### config.mk
export PLATFORM = sky130hd
export DESIGN_NAME = prc_host
export DESIGN_NICKNAME = d
export VERILOG_FILES = /design/src/shared/prc_pkg.sv /design/src/verilog/prc_host.sv
export SDC_FILE = /design/constraint.sdc
export NUM_CORES = 1
export LEC_CHECK = 0
export BUFFER_PORTS_ARGS = -buffer_cell sky130_fd_sc_hd__clkbuf_2
export CORE_AREA = 2 2 102 178
export DETAILED_ROUTE_END_ITERATION = 16
export DIE_AREA = 0 0 104 180
export PLACE_DENSITY = 0.79
export SLEW_MARGIN = 10
export SYNTH_ARGS = -nofsm -noshare
export SYNTH_HDL_FRONTEND = slang
export SYNTH_SLANG_ARGS = --single-unit
export TNS_END_PERCENT = 100
### constraint.sdc
create_clock -name aclk -period 5 [get_ports aclk]
set_input_delay 0.25 -clock aclk [delete_from_list [all_inputs] [get_ports aclk]]
set_output_delay 0.25 -clock aclk [all_outputs]
set_load 0.01 [all_outputs]
### src/shared/prc_pkg.sv
package prc_pkg;
  // Clock and pin timing
  localparam int CLK_MHZ     = 100;
  localparam int T_STROBE_NS = 30;
  localparam int T_RESET_NS  = 100;
  localparam int STROBE_CYC  = (T_STROBE_NS * CLK_MHZ + 999) / 1000;
  localparam int RESET_CYC   = (T_RESET_NS * CLK_MHZ + 999) / 1000;
  localparam int CNT_W       = 8;

  // Register offsets on the AXI4-Lite side
  localparam logic [7:0] OFS_CTRL  = 8'h00;
  localparam logic [7:0] OFS_CFG   = 8'h04;
  localparam logic [7:0] OFS_WDATA = 8'h08;
  localparam logic [7:0] OFS_STAT  = 8'h0c;
  localparam logic [7:0] OFS_RES_A = 8'h10;
  localparam logic [7:0] OFS_RES_B = 8'h14;
  localparam logic [7:0] OFS_CRC   = 8'h18;
  localparam logic [7:0] OFS_RDATA = 8'h1c;

  // Command bits in CTRL, status bits in STAT
  localparam int CTL_CONV  = 0;
  localparam int CTL_WREG  = 1;
  localparam int CTL_RREG  = 2;
  localparam int CTL_RESET = 3;
  localparam int STA_BUSY  = 0;
  localparam int STA_SW    = 1;
  localparam int STA_CRCON = 2;
  localparam int STA_ERR   = 3;
  localparam int STA_DONE  = 4;

  localparam logic [1:0] SW_MODE_CODE = 2'h0;
  localparam logic [7:0] CRC_INIT     = 8'h00;
  localparam int         STAT_CRC_LSB = 0;
  localparam logic [7:0] CFG_RESET    = 8'h00;
  localparam logic [1:0] RESP_OKAY    = 2'h0;
  localparam logic [1:0] RESP_SLVERR  = 2'h2;

  typedef struct packed {
    logic [2:0] pairs_m1;
    logic       status_on;
    logic       crc_pin;
    logic       byte_sel;
    logic [1:0] range_sel;
  } prc_cfg_s;

  typedef struct packed {
    logic        reset_n;
    logic        cs_n;
    logic        rd_n;
    logic        wr_n;
    logic        conversion_start_in;
    logic [1:0]  range_mode_select_pins;
    logic        interface_select_pin;
    logic        byte_select_pin;
    logic        check_enable;
    logic        data_oe;
    logic [15:0] data_o;
  } prc_pins_s;

  typedef enum logic [3:0] {
    ST_IDLE    = 4'h0,
    ST_RST     = 4'h1,
    ST_CONV    = 4'h2,
    ST_WAIT_HI = 4'h3,
    ST_WAIT_LO = 4'h4,
    ST_RD_LO   = 4'h5,
    ST_RD_HI   = 4'h6,
    ST_WR_LO   = 4'h7,
    ST_WR_HI   = 4'h8
  } prc_st_e;
endpackage

### src/verilog/prc_host.sv
// The AXI4-Lite interface to the registers and the register addresses were decided locally.
`timescale 1ns/1ns
// Notes on behaviour
// - Interface select pin held low for parallel; byte select sampled at release.
// - Conversion starts on start rising edge; reading waits for busy to fall.
// - Host does at least two reads per conversion, more with status or bursts.
// - Register write is one 16-bit access, latched on write strobe rising.
// - Host drives the register word on data lines while write strobe low.
// - Host recomputes CRC over received results and compares with received word.
// - Register read is a command write then a read strobe returning contents.
module prc_host
(
  input  wire logic              aclk,
  input  wire logic              aresetn,
  input  wire logic              ce,
  input  wire logic [7:0]        awaddr,
  input  wire logic              awvalid,
  output logic                   awready,
  input  wire logic [31:0]       wdata,
  input  wire logic [3:0]        wstrb,
  input  wire logic              wvalid,
  output logic                   wready,
  output logic [1:0]             bresp,
  output logic                   bvalid,
  input  wire logic              bready,
  input  wire logic [7:0]        araddr,
  input  wire logic              arvalid,
  output logic                   arready,
  output logic [31:0]            rdata,
  output logic [1:0]             rresp,
  output logic                   rvalid,
  input  wire logic              rready,
  input  wire logic              busy_in,
  input  wire logic [15:0]       parallel_data_lines_i,
  output prc_pkg::prc_pins_s     pins
);

  function automatic logic [7:0] crc_out(input logic [15:0] d, input logic [7:0] c);
    logic [7:0] r;
    r[0] = d[14]^d[12]^d[8]^d[7]^d[6]^d[0]^c[0]^c[4]^c[6];
    r[1] = d[15]^d[14]^d[13]^d[12]^d[9]^d[6]^d[1]^d[0]^c[1]^c[4]^c[5]^c[6]^c[7];
    r[2] = d[15]^d[13]^d[12]^d[10]^d[8]^d[6]^d[2]^d[1]^d[0]^c[0]^c[2]^c[4]^c[5]^c[7];
    r[3] = d[14]^d[13]^d[11]^d[9]^d[7]^d[3]^d[2]^d[1]^c[1]^c[3]^c[5]^c[6];
    r[4] = d[15]^d[14]^d[12]^d[10]^d[8]^d[4]^d[3]^d[2]^c[0]^c[2]^c[4]^c[6]^c[7];
    r[5] = d[15]^d[13]^d[11]^d[9]^d[5]^d[4]^c[2]^c[4]^c[3]^c[5]^c[7];
    r[6] = d[14]^d[12]^d[10]^d[6]^d[5]^d[4]^c[2]^c[4]^c[6];
    r[7] = d[15]^d[13]^d[11]^d[7]^d[6]^d[5]^c[3]^c[5]^c[7];
    return r;
  endfunction

  prc_pkg::prc_st_e   st_q, st_d;
  prc_pkg::prc_cfg_s  cfg_q, cfg_d;
  prc_pkg::prc_pins_s pins_d;
  logic [7:0]  cnt_q, cnt_d;
  logic [4:0]  rd_idx_q, rd_idx_d;
  logic [4:0]  nrd_q, nrd_d;
  logic        reg_rd_q, reg_rd_d;
  logic        sw_mode_q, sw_mode_d;
  logic        crc_on_q, crc_on_d;
  logic        err_q, err_d;
  logic        done_q, done_d;
  logic [7:0]  crc_q, crc_d;
  logic [7:0]  crc_rx_q, crc_rx_d;
  logic [15:0] res_a_q, res_a_d;
  logic [15:0] res_b_q, res_b_d;
  logic [15:0] rdreg_q, rdreg_d;
  logic [15:0] word_q, word_d;
  logic        aw_have_q, aw_have_d;
  logic        w_have_q, w_have_d;
  logic [7:0]  aw_addr_q, aw_addr_d;
  logic [31:0] w_data_q, w_data_d;
  logic [3:0]  w_strb_q, w_strb_d;
  logic        bvalid_q, bvalid_d;
  logic [1:0]  bresp_q, bresp_d;
  logic        rvalid_q, rvalid_d;
  logic [1:0]  rresp_q, rresp_d;
  logic [31:0] rdata_q, rdata_d;
  logic        pin_reset_n_q, pin_reset_n_d;
  logic        pin_cs_n_q, pin_cs_n_d;
  logic        pin_rd_n_q, pin_rd_n_d;
  logic        pin_wr_n_q, pin_wr_n_d;
  logic        pin_conv_q, pin_conv_d;
  logic        pin_oe_q, pin_oe_d;

  // Ready only while frozen state can record the transfer
  assign awready = ce && !aw_have_q && !bvalid_q;
  assign wready  = ce && !w_have_q && !bvalid_q;
  assign arready = ce && !rvalid_q;
  assign bvalid  = bvalid_q;
  assign bresp   = bresp_q;
  assign rvalid  = rvalid_q;
  assign rresp   = rresp_q;
  assign rdata   = rdata_q;

  always_comb
  begin
    logic       go_conv;
    logic       go_wreg;
    logic       go_rreg;
    logic       go_rst;
    logic [4:0] n_words;
    logic       last_res;
    go_conv = 1'b0;
    go_wreg = 1'b0;
    go_rreg = 1'b0;
    go_rst  = 1'b0;
    n_words = 5'h0;
    last_res = 1'b0;
    st_d = st_q;
    cfg_d = cfg_q;
    cnt_d = cnt_q;
    rd_idx_d = rd_idx_q;
    nrd_d = nrd_q;
    reg_rd_d = reg_rd_q;
    sw_mode_d = sw_mode_q;
    crc_on_d = crc_on_q;
    err_d = err_q;
    done_d = done_q;
    crc_d = crc_q;
    crc_rx_d = crc_rx_q;
    res_a_d = res_a_q;
    res_b_d = res_b_q;
    rdreg_d = rdreg_q;
    word_d = word_q;
    aw_have_d = aw_have_q;
    w_have_d = w_have_q;
    aw_addr_d = aw_addr_q;
    w_data_d = w_data_q;
    w_strb_d = w_strb_q;
    bvalid_d = bvalid_q;
    bresp_d = bresp_q;
    rvalid_d = rvalid_q;
    rresp_d = rresp_q;
    rdata_d = rdata_q;

    // Write channel; address and data may arrive in either order
    if (bvalid_q && bready)
      bvalid_d = 1'b0;
    if (awvalid && awready)
    begin
      aw_have_d = 1'b1;
      aw_addr_d = awaddr;
    end
    if (wvalid && wready)
    begin
      w_have_d = 1'b1;
      w_data_d = wdata;
      w_strb_d = wstrb;
    end
    if (aw_have_q && w_have_q)
    begin
      aw_have_d = 1'b0;
      w_have_d = 1'b0;
      bvalid_d = 1'b1;
      bresp_d = prc_pkg::RESP_OKAY;
      unique case (aw_addr_q)
        prc_pkg::OFS_CTRL:
          // Commands while a sequence runs are dropped
          if (w_strb_q[0] && st_q == prc_pkg::ST_IDLE)
          begin
            go_rst  = w_data_q[prc_pkg::CTL_RESET];
            go_conv = w_data_q[prc_pkg::CTL_CONV];
            go_wreg = w_data_q[prc_pkg::CTL_WREG] && sw_mode_q;
            go_rreg = w_data_q[prc_pkg::CTL_RREG] && sw_mode_q;
          end
        prc_pkg::OFS_CFG:
          if (w_strb_q[0])
            cfg_d = w_data_q[7:0];
        prc_pkg::OFS_WDATA:
        begin
          if (w_strb_q[0])
            word_d[7:0] = w_data_q[7:0];
          if (w_strb_q[1])
            word_d[15:8] = w_data_q[15:8];
        end
        prc_pkg::OFS_STAT:
          if (w_strb_q[0])
          begin
            if (w_data_q[prc_pkg::STA_ERR])
              err_d = 1'b0;
            if (w_data_q[prc_pkg::STA_DONE])
              done_d = 1'b0;
          end
        prc_pkg::OFS_RES_A, prc_pkg::OFS_RES_B, prc_pkg::OFS_CRC, prc_pkg::OFS_RDATA: ;
        default:
          bresp_d = prc_pkg::RESP_SLVERR;
      endcase
    end

    // Read channel
    if (rvalid_q && rready)
      rvalid_d = 1'b0;
    if (arvalid && arready)
    begin
      rvalid_d = 1'b1;
      rresp_d = prc_pkg::RESP_OKAY;
      rdata_d = 32'h0;
      unique case (araddr)
        prc_pkg::OFS_CTRL:  rdata_d = 32'h0;
        prc_pkg::OFS_CFG:   rdata_d[7:0] = cfg_q;
        prc_pkg::OFS_WDATA: rdata_d[15:0] = word_q;
        prc_pkg::OFS_STAT:
        begin
          rdata_d[prc_pkg::STA_BUSY]  = (st_q != prc_pkg::ST_IDLE);
          rdata_d[prc_pkg::STA_SW]    = sw_mode_q;
          rdata_d[prc_pkg::STA_CRCON] = crc_on_q;
          rdata_d[prc_pkg::STA_ERR]   = err_q;
          rdata_d[prc_pkg::STA_DONE]  = done_q;
        end
        prc_pkg::OFS_RES_A: rdata_d[15:0] = res_a_q;
        prc_pkg::OFS_RES_B: rdata_d[15:0] = res_b_q;
        prc_pkg::OFS_CRC:   rdata_d[15:0] = {crc_rx_q, crc_q};
        prc_pkg::OFS_RDATA: rdata_d[15:0] = rdreg_q;
        default:            rresp_d = prc_pkg::RESP_SLVERR;
      endcase
    end

    // Pin sequencer; flags set after the software clear so a set wins
    n_words = 5'({cfg_q.pairs_m1, 1'b0}) + 5'h2;
    unique case (st_q)
      prc_pkg::ST_IDLE:
        if (go_rst)
        begin
          st_d = prc_pkg::ST_RST;
          cnt_d = 8'(prc_pkg::RESET_CYC - 1);
        end
        else if (go_conv)
        begin
          st_d = prc_pkg::ST_CONV;
          cnt_d = 8'(prc_pkg::STROBE_CYC - 1);
          crc_d = prc_pkg::CRC_INIT;
          rd_idx_d = 5'h0;
          reg_rd_d = 1'b0;
          nrd_d = n_words + 5'(crc_on_q);
        end
        else if (go_wreg || go_rreg)
        begin
          st_d = prc_pkg::ST_WR_LO;
          cnt_d = 8'(prc_pkg::STROBE_CYC - 1);
          reg_rd_d = go_rreg;
        end
      prc_pkg::ST_RST:
        if (cnt_q == 8'h0)
        begin
          st_d = prc_pkg::ST_IDLE;
          sw_mode_d = (cfg_q.range_sel == prc_pkg::SW_MODE_CODE);
          // Parallel hardware mode has no CRC word at all
          crc_on_d = (cfg_q.range_sel == prc_pkg::SW_MODE_CODE) && cfg_q.status_on;
        end
        else
          cnt_d = cnt_q - 8'h1;
      prc_pkg::ST_CONV:
        if (cnt_q == 8'h0)
          st_d = prc_pkg::ST_WAIT_HI;
        else
          cnt_d = cnt_q - 8'h1;
      prc_pkg::ST_WAIT_HI:
        // Busy that never rises leaves us waiting; only aresetn recovers, as the reset command is dropped outside ST_IDLE
        if (busy_in)
          st_d = prc_pkg::ST_WAIT_LO;
      prc_pkg::ST_WAIT_LO:
        if (!busy_in)
        begin
          st_d = prc_pkg::ST_RD_LO;
          cnt_d = 8'(prc_pkg::STROBE_CYC - 1);
        end
      prc_pkg::ST_RD_LO:
        if (cnt_q == 8'h0)
        begin
          st_d = prc_pkg::ST_RD_HI;
          cnt_d = 8'(prc_pkg::STROBE_CYC - 1);
          last_res = (rd_idx_q < n_words);
          if (reg_rd_q)
            rdreg_d = parallel_data_lines_i;
          else if (last_res && !rd_idx_q[0])
          begin
            res_a_d = parallel_data_lines_i;
            crc_d = crc_out(parallel_data_lines_i, crc_q);
          end
          else if (last_res)
          begin
            res_b_d = parallel_data_lines_i;
            crc_d = crc_out(parallel_data_lines_i, crc_q);
          end
          else
          begin
            crc_rx_d = parallel_data_lines_i[prc_pkg::STAT_CRC_LSB +: 8];
            if (crc_rx_d != crc_q)
              err_d = 1'b1;
          end
        end
        else
          cnt_d = cnt_q - 8'h1;
      prc_pkg::ST_RD_HI:
        if (cnt_q == 8'h0)
        begin
          if (rd_idx_q == nrd_q - 5'h1)
          begin
            st_d = prc_pkg::ST_IDLE;
            done_d = 1'b1;
          end
          else
          begin
            rd_idx_d = rd_idx_q + 5'h1;
            st_d = prc_pkg::ST_RD_LO;
            cnt_d = 8'(prc_pkg::STROBE_CYC - 1);
          end
        end
        else
          cnt_d = cnt_q - 8'h1;
      prc_pkg::ST_WR_LO:
        if (cnt_q == 8'h0)
        begin
          st_d = prc_pkg::ST_WR_HI;
          cnt_d = 8'(prc_pkg::STROBE_CYC - 1);
        end
        else
          cnt_d = cnt_q - 8'h1;
      prc_pkg::ST_WR_HI:
        if (cnt_q == 8'h0)
        begin
          if (reg_rd_q)
          begin
            st_d = prc_pkg::ST_RD_LO;
            cnt_d = 8'(prc_pkg::STROBE_CYC - 1);
            rd_idx_d = 5'h0;
            nrd_d = 5'h1;
          end
          else
          begin
            st_d = prc_pkg::ST_IDLE;
            done_d = 1'b1;
          end
        end
        else
          cnt_d = cnt_q - 8'h1;
      default:
        st_d = prc_pkg::ST_IDLE;
    endcase

    // Pins follow the next state so strobes come straight from flops
    pin_reset_n_d = (st_d != prc_pkg::ST_RST);
    pin_conv_d = (st_d == prc_pkg::ST_CONV);
    pin_cs_n_d = !(st_d inside {prc_pkg::ST_RD_LO, prc_pkg::ST_RD_HI,
                               prc_pkg::ST_WR_LO, prc_pkg::ST_WR_HI});
    pin_rd_n_d = (st_d != prc_pkg::ST_RD_LO);
    pin_wr_n_d = (st_d != prc_pkg::ST_WR_LO);
    // Drive held through the high phase to cover the latch edge
    pin_oe_d = (st_d == prc_pkg::ST_WR_LO) || (st_d == prc_pkg::ST_WR_HI);
  end

  always_ff @(posedge aclk)
  begin
    if (!aresetn)
    begin
      // Boot issues a full device reset so the mode pins are sampled
      st_q <= prc_pkg::ST_RST;
      cfg_q <= prc_pkg::CFG_RESET;
      cnt_q <= 8'(prc_pkg::RESET_CYC - 1);
      rd_idx_q <= 5'h0;
      nrd_q <= 5'h0;
      reg_rd_q <= 1'b0;
      sw_mode_q <= 1'b0;
      crc_on_q <= 1'b0;
      err_q <= 1'b0;
      done_q <= 1'b0;
      crc_q <= prc_pkg::CRC_INIT;
      crc_rx_q <= 8'h00;
      res_a_q <= 16'h0000;
      res_b_q <= 16'h0000;
      rdreg_q <= 16'h0000;
      word_q <= 16'h0000;
      aw_have_q <= 1'b0;
      w_have_q <= 1'b0;
      aw_addr_q <= 8'h00;
      w_data_q <= 32'h0;
      w_strb_q <= 4'h0;
      bvalid_q <= 1'b0;
      bresp_q <= prc_pkg::RESP_OKAY;
      rvalid_q <= 1'b0;
      rresp_q <= prc_pkg::RESP_OKAY;
      rdata_q <= 32'h0;
      pin_reset_n_q <= 1'b0;
      pin_cs_n_q <= 1'b1;
      pin_rd_n_q <= 1'b1;
      pin_wr_n_q <= 1'b1;
      pin_conv_q <= 1'b0;
      pin_oe_q <= 1'b0;
    end
    else if (ce)
    begin
      st_q <= st_d;
      cfg_q <= cfg_d;
      cnt_q <= cnt_d;
      rd_idx_q <= rd_idx_d;
      nrd_q <= nrd_d;
      reg_rd_q <= reg_rd_d;
      sw_mode_q <= sw_mode_d;
      crc_on_q <= crc_on_d;
      err_q <= err_d;
      done_q <= done_d;
      crc_q <= crc_d;
      crc_rx_q <= crc_rx_d;
      res_a_q <= res_a_d;
      res_b_q <= res_b_d;
      rdreg_q <= rdreg_d;
      word_q <= word_d;
      aw_have_q <= aw_have_d;
      w_have_q <= w_have_d;
      aw_addr_q <= aw_addr_d;
      w_data_q <= w_data_d;
      w_strb_q <= w_strb_d;
      bvalid_q <= bvalid_d;
      bresp_q <= bresp_d;
      rvalid_q <= rvalid_d;
      rresp_q <= rresp_d;
      rdata_q <= rdata_d;
      pin_reset_n_q <= pin_reset_n_d;
      pin_cs_n_q <= pin_cs_n_d;
      pin_rd_n_q <= pin_rd_n_d;
      pin_wr_n_q <= pin_wr_n_d;
      pin_conv_q <= pin_conv_d;
      pin_oe_q <= pin_oe_d;
    end
  end

  always_comb
  begin
    pins_d = '0;
    pins_d.reset_n = pin_reset_n_q;
    pins_d.cs_n = pin_cs_n_q;
    pins_d.rd_n = pin_rd_n_q;
    pins_d.wr_n = pin_wr_n_q;
    pins_d.conversion_start_in = pin_conv_q;
    pins_d.range_mode_select_pins = cfg_q.range_sel;
    pins_d.interface_select_pin = 1'b0;
    pins_d.byte_select_pin = cfg_q.byte_sel;
    pins_d.check_enable = cfg_q.crc_pin;
    pins_d.data_oe = pin_oe_q;
    pins_d.data_o = word_q;
  end
  assign pins = pins_d;

endmodule

==> results.md, run 1 <==
* Non-filler cells, final at 1337
* Die width at 104 um
* Synth Area in Compound Gates at 17.6%
* Total Power at 3.02 mW
* Fin Setup TNS at 0 ns
* Initial DRC Count at 740
* Placer Congestion at 0.901
* Total congestion overflow at 0
* Synth Area in XOR/XNOR at 6.45%
* Worst Tran Pin Value at 1.21 ns
* Final Hold Viols at 0
* Drc violations at 0
* Clk buf depth at 2
* Final Cycle Share at 69.0%
* Drt wl/cell at 17.9 um
* All-Layer GR Usage at 25.0%
* Netlist cell types at 85
* Setup bufs post-CTS at 0
* Crit path capture type: flop
* Design area at 9510 um^2
* Ports at 145
* Final Net Count at 1177
* Final Critical Period at 3.45 ns
* Top cell type's share of synthesized area at 39.7%
* Synth warnings at 0
* Outcome: finished clean
* Initial antenna violation count at 0
* RSZ-0062 raised after global routing: false
* Post-Synth Adder-Cell Area at 1.03%
* Die area at 18700 um^2
* Initial DRT Pass Iterations at 6
* Worst slew margin at 18.4%
* First-pass GRT wire length at 37.4 mm
* Max-cap violation count at 0
* Diode count at 0
* Worst-path fanout max at 22
* Post-route ant nets at 0
* PortBufs at 107
* Cts repair resizes at 0
* Ys flop type: dfxtp_1
* Required @ worst endpoint at 5.38 ns
* Clock Skew at 0.0121 ns
* Final setup viols at 0
* Vias in the first global route at 7253
* Yosys top cell by area: dfxtp_1
* Dpl cells at 1305
* Leakage at 3.52 nW
* # H-tree levels at 4
* Drt total wl at 24.0 mm
* Clock sink total at 169
* Finished Core Util at 55.0%
* Mapped Cells at 1048
* Peak supply drop at 0.203 mV
* Post-CTS Hold Fix Bufs at 0
* Avg Cell Area, Syn at 8.14 um^2
* Setup slack at placement at 1.75 ns
* Sequential cell area fraction in the yosys report at 39.7%
* Post-detailed-route via-to-cell ratio at 5.82
* Syn Std Cell Area at 8530 um^2
* Cell row count at 64
* Die H at 180 um
* Worst-path clk slew at 0.07 ns
* Layout cells sized above 1 at 16.7%
* Main combinational cell family by area after synthesis: simple AND/OR/NAND/NOR gates
* Pwr Density at 317 nW/um^2
* Worst Setup Path Type: flop to flop
* Post-synth EDFFs at 0
* Synth-to-Final Area Change at 11.4%
* CTS tree: yes
* Clock buffer count from CTS at 17
* Starting Density at 49.3%
* WHS at 0.0300 ns
* Post-DP HPWL at 16.9 mm
* Critical Path AT at 3.83 ns
* Via count at 7775
* Fmax at 290 MHz
* Mux contribution to synthesized area at 5.12%
* Hold Crit Class: input pin to flop
* Ys async rst share at 0%
* Flops & latches, synth at 169
* Core Footprint at 17300 um^2
* Slew Viols, Final at 0
* Startpoint types: flop
* Post-route setup slack at 1.55 ns
* Skew-Pair Late Insertion Delay at 0.44 ns
* Root buffer cell: clkbuf_16
* Placed cell area at 8920 um^2
* Pin count of the biggest net entering global routing at 76
* Post-Synth Simple-Gate Area at 23.0%
* Top cells by area, synth: dfxtp_1, nand2_1, a21oi_1
* Worst reg2reg setup slack at 1.55 ns
-- cells in the final DEF (no fill, tap or decap), types with 8 or more instances in the layout --
cell type,synthesis,routed
nor3_1,26,26
mux2i_1,11,11
mux4_2,9,9
a21oi_1,137,137
nand2_1,253,253
o21ai_0,17,17
xor2_1,16,16
mux2_2,11,11
a221oi_1,9,9
clkbuf_2,0,107
conb_1,1,19
nor2_1,53,53
nand3_1,14,14
clkbuf_16,0,17
a22oi_1,10,10
or3_1,10,10
xnor2_1,31,31
nor2b_1,8,8
dfxtp_1,169,169
o211ai_1,9,9
inv_1,13,13
-- per-layer routing --
metal  vias up  part of all wire, %  GRT usage [%]
met5         -                    0              0
met4         0                  4.9           13.3
met3        76                  5.3           3.55
met2       337                   52           45.5
met1      3663                   38           27.9
li1       3699                    -              -
-- flip-flops by register name, summed over array words and instances, names as in the netlist, 2 cells and up --
| signal | flops |
|---|---|
| res_a_q | 16 |
| rd_idx_q | 5 |
| rdreg_q | 16 |
| nrd_q | 5 |
| w_data_q | 16 |
| rdata | 16 |
| cfg_q | 4 |
| aw_addr_q | 8 |
| pins | 4 |
| res_b_q | 16 |
| crc_q | 8 |
| w_strb_q | 2 |
| word_q | 16 |
| crc_rx_q | 8 |
| st_q | 4 |
| cnt_q | 8 |
-- where the power goes --
| group | switching (mW) | internal, mW |
|---|---|---|
| Clock | 0.642 | 0.670 |
| Sequential | 0.0292 | 1.37 |
| Combinational | 0.185 | 0.119 |
-- Yosys cell counts, drive strengths merged (5+ instances only) --
library cell and n:
nand2 255, dfxtp 169, a21oi 137, nor2 54, clkbuf 53, buf 51, xnor2 31, nor3 27
o21ai 20, xor2 16, inv 14, nand3 14, mux2 11, mux2i 11, a221oi 10, a22oi 10
or3 10, mux4 9, o211ai 9, nor2b 8, nor4 8, a32oi 7, and2 7, ha 7
nand2b 7, nand4 7, a211oi 6, nor3b 6, o32ai 5
-- worst paths after layout --
check / from / end / cells after the start
max: st_q[2] / err_q / 4
min reg2reg: rdreg_q[2] / rdreg_q[2] / 2
min: wdata[10] / w_data_q[10] / 3
max reg2reg: st_q[2] / err_q / 4
-- cells by family after synthesis --
family          after synthesis
other cells                   1
xor+xnor                     53
fa+ha+maj                     7
simple gates                428
buf+inv                     118
mux                          31
compound gates              241
flops                       169
-- area by class of cell --
class	count	area, um^2
clock buffer	18	429
clock inverter	14	155
fill	1624	7790
inverter	14	55.1
multi-input combinational	779	4620
sequential	169	3380
tap	231	289
timing repair buffer	112	573
-- worst max-delay path: stages (launching register included) --
cell and delay (ns):
dfxtp_1 0.75, nor4bb_1 1.09, nand4_1 0.90, a21oi_1 0.50, o21a_1 0.15
Power figures use the tool's default switching activity.
==> run 2, diff against run 1 <==
- PLACE_DENSITY: 0.79 -> 0.82
- clock period: 5 -> 2.9 ns (I/O delays scaled with it)
==> results.md, run 2 (synthesis gave the netlist of run 1 again) <==
* Die width at 104 um
* Via count at 8037
* Required @ worst endpoint at 3.26 ns
* Worst reg2reg setup slack at 0.29 ns
* Initial DRC Count at 653
* Placed cell area at 9040 um^2
* Fmax at 384 MHz
* Most used cell along the critical path: ha_1
* Final Hold Viols at 0
* GRT met1 Usage at 28.6%
* Worst slew margin at 50.7%
* Filler Cells Inserted at 1513
* Final Critical Period at 2.61 ns
* Fin Setup TNS at 0 ns
* Root buffer cell: clkbuf_16
* Pwr Density at 534 nW/um^2
* R2R cell count at 10
* Non-filler cells, final at 1380
* FF-to-FF Start: cfg_q[5]
* Beginning of the worst hold path: bready
* CP bufs+invs at 1
* Worst Setup Path Type: flop to flop
* Critical Path Slowest Stage Cell: nor4_2
* Post-route setup slack at 0.294 ns
* Leakage at 3.73 nW
* Skew-Pair Late Insertion Delay at 0.44 ns
* All-Layer GR Usage at 26.3%
* WHS at 0.0113 ns
* Die area at 18700 um^2
* Post-detailed-route via-to-cell ratio at 5.82
* Commonest non-fill, non-tap cell in the layout: nand2_1
* PortBufs at 107
* Post-DP HPWL at 17.0 mm
* Setup slack at placement at 0.326 ns
* Startpoint types: flop
* Synth-to-Final Area Change at 16.6%
* Final Cycle Share at 89.8%
* Outcome: finished clean
* Critical Path AT at 2.97 ns
* Vias in the first global route at 7804
* Drt wl/cell at 17.9 um
* Max incr delay on CP at 0.38 ns
* Layout cells sized above 1 at 17.4%
* Most crowded layer after global routing: met2
* Pin count of the biggest net entering global routing at 106
* Drt total wl at 24.7 mm
* Total congestion overflow at 0
* Most frequent cells in the layout: nand2_1, dfxtp_1, a21oi_1, clkbuf_2, nor2_1
* Initial DRT Pass Iterations at 6
* Die H at 180 um
* Diode count at 0
* Drc violations at 0
* Cell row count at 64
* Hold Crit Class: input pin to flop
* RSZ-0062 raised after global routing: false
* Worst-path fanout max at 16
* Slew Viols, Final at 0
* First-pass GRT wire length at 39.6 mm
* FF-to-FF End: res_b_q[14]
* CP top delay family: simple AND/OR/NAND/NOR gates
* Post-route ant nets at 0
* Clk buf depth at 2
* Met3 Usage GRT at 5.15%
* Worst Tran Pin Value at 0.738 ns
* Max-cap violation count at 0
* Hold Path Stages at 4
* Ports at 145
* Dpl cells at 1319
* Starting Density at 49.3%
* Worst-path clk slew at 0.07 ns
* Placer Congestion at 0.905
* # H-tree levels at 4
* Clock sink total at 169
* GR Layer Usage met2 at 46.1%
* CP Cell Sequence: ha_1 > xnor2_1 > ha_1 > nor3_1 > a211oi_1 > nor4_2 > and2_1 > buf_4 > nand2_1 > a21oi_1
* Initial antenna violation count at 0
* Design area at 9950 um^2
* Clock Skew at 0.0125 ns
* Worst hold path endpoint: bvalid
* CTS tree: yes
* Peak supply drop at 0.325 mV
* Final Net Count at 1220
* Clock buffer count from CTS at 17
* Core Footprint at 17300 um^2
* Setup bufs post-CTS at 0
* Final setup viols at 0
* Crit path capture type: flop
==> run 2: metal layers <==
layer  part of all wire [%]  vias up  wire length, um
met1                     37     3779             9020
met3                    6.5       99             1600
li1                       -     3774                -
met5                      0        -                0
met4                    6.1        0             1490
met2                     51      385            12600
==> run 2: worst max path at each step <==
stage,to,depth (start not counted),slack (ns),start
2_1_floorplan,res_a_q[10],11,0.61,cfg_q[5]
3_3_place_gp,res_b_q[12],10,0.42,cfg_q[5]
3_5_place_dp,res_b_q[14],10,0.33,cfg_q[5]
4_1_cts,res_b_q[14],10,0.29,cfg_q[5]
5_1_grt,res_a_q[5],10,0.17,cfg_q[5]
6_report,res_b_q[14],10,0.29,cfg_q[5]
==> run 2: where the power goes <==
part / switching, mW / internal (mW) / total (mW)
combinational: 0.330 / 0.236 / 0.567
sequential: 0.0523 / 2.37 / 2.42
clock: 1.15 / 1.18 / 2.33
total: 1.53 / 3.78 / 5.31
==> run 2: area by class of cell <==
class | instances | area [um^2] | share of cell area [%]
timing repair buffer | 155 | 981 | 9.86
clock buffer | 17 | 425 | 4.28
sequential | 169 | 3380 | 34.0
inverter | 14 | 55.1 | 0.553
multi-input combinational | 779 | 4620 | 46.4
tap | 231 | 289 | 2.90
clock inverter | 15 | 195 | 1.96
==> run 2: worst reg2reg max path, delay by kind of cell (launching register included) <==
kind                       cells  cell delay [ns]
buffers and inverters          1             0.25
xor gates and xnor gates       1             0.32
and+or+nand+nor                4             0.86
adders and majority gates      2             0.51
AOI/OAI and AO/OA              2             0.28
DFF                            1             0.32
==> run 2: metrics by stage <==
stage          power, mW  util (%)
5_1_grt             5.48      57.5
3_3_place_gp        2.98      52.3
3_5_place_dp        2.99      52.3
2_1_floorplan       2.86         -
4_1_cts             5.32      57.5
6_report            5.31      57.5
==> run 2: timing repair <==
action	CTS	global route
hold buffers	29	0
endpoints found under the hold margin	33	0
gates resized for setup	0	0
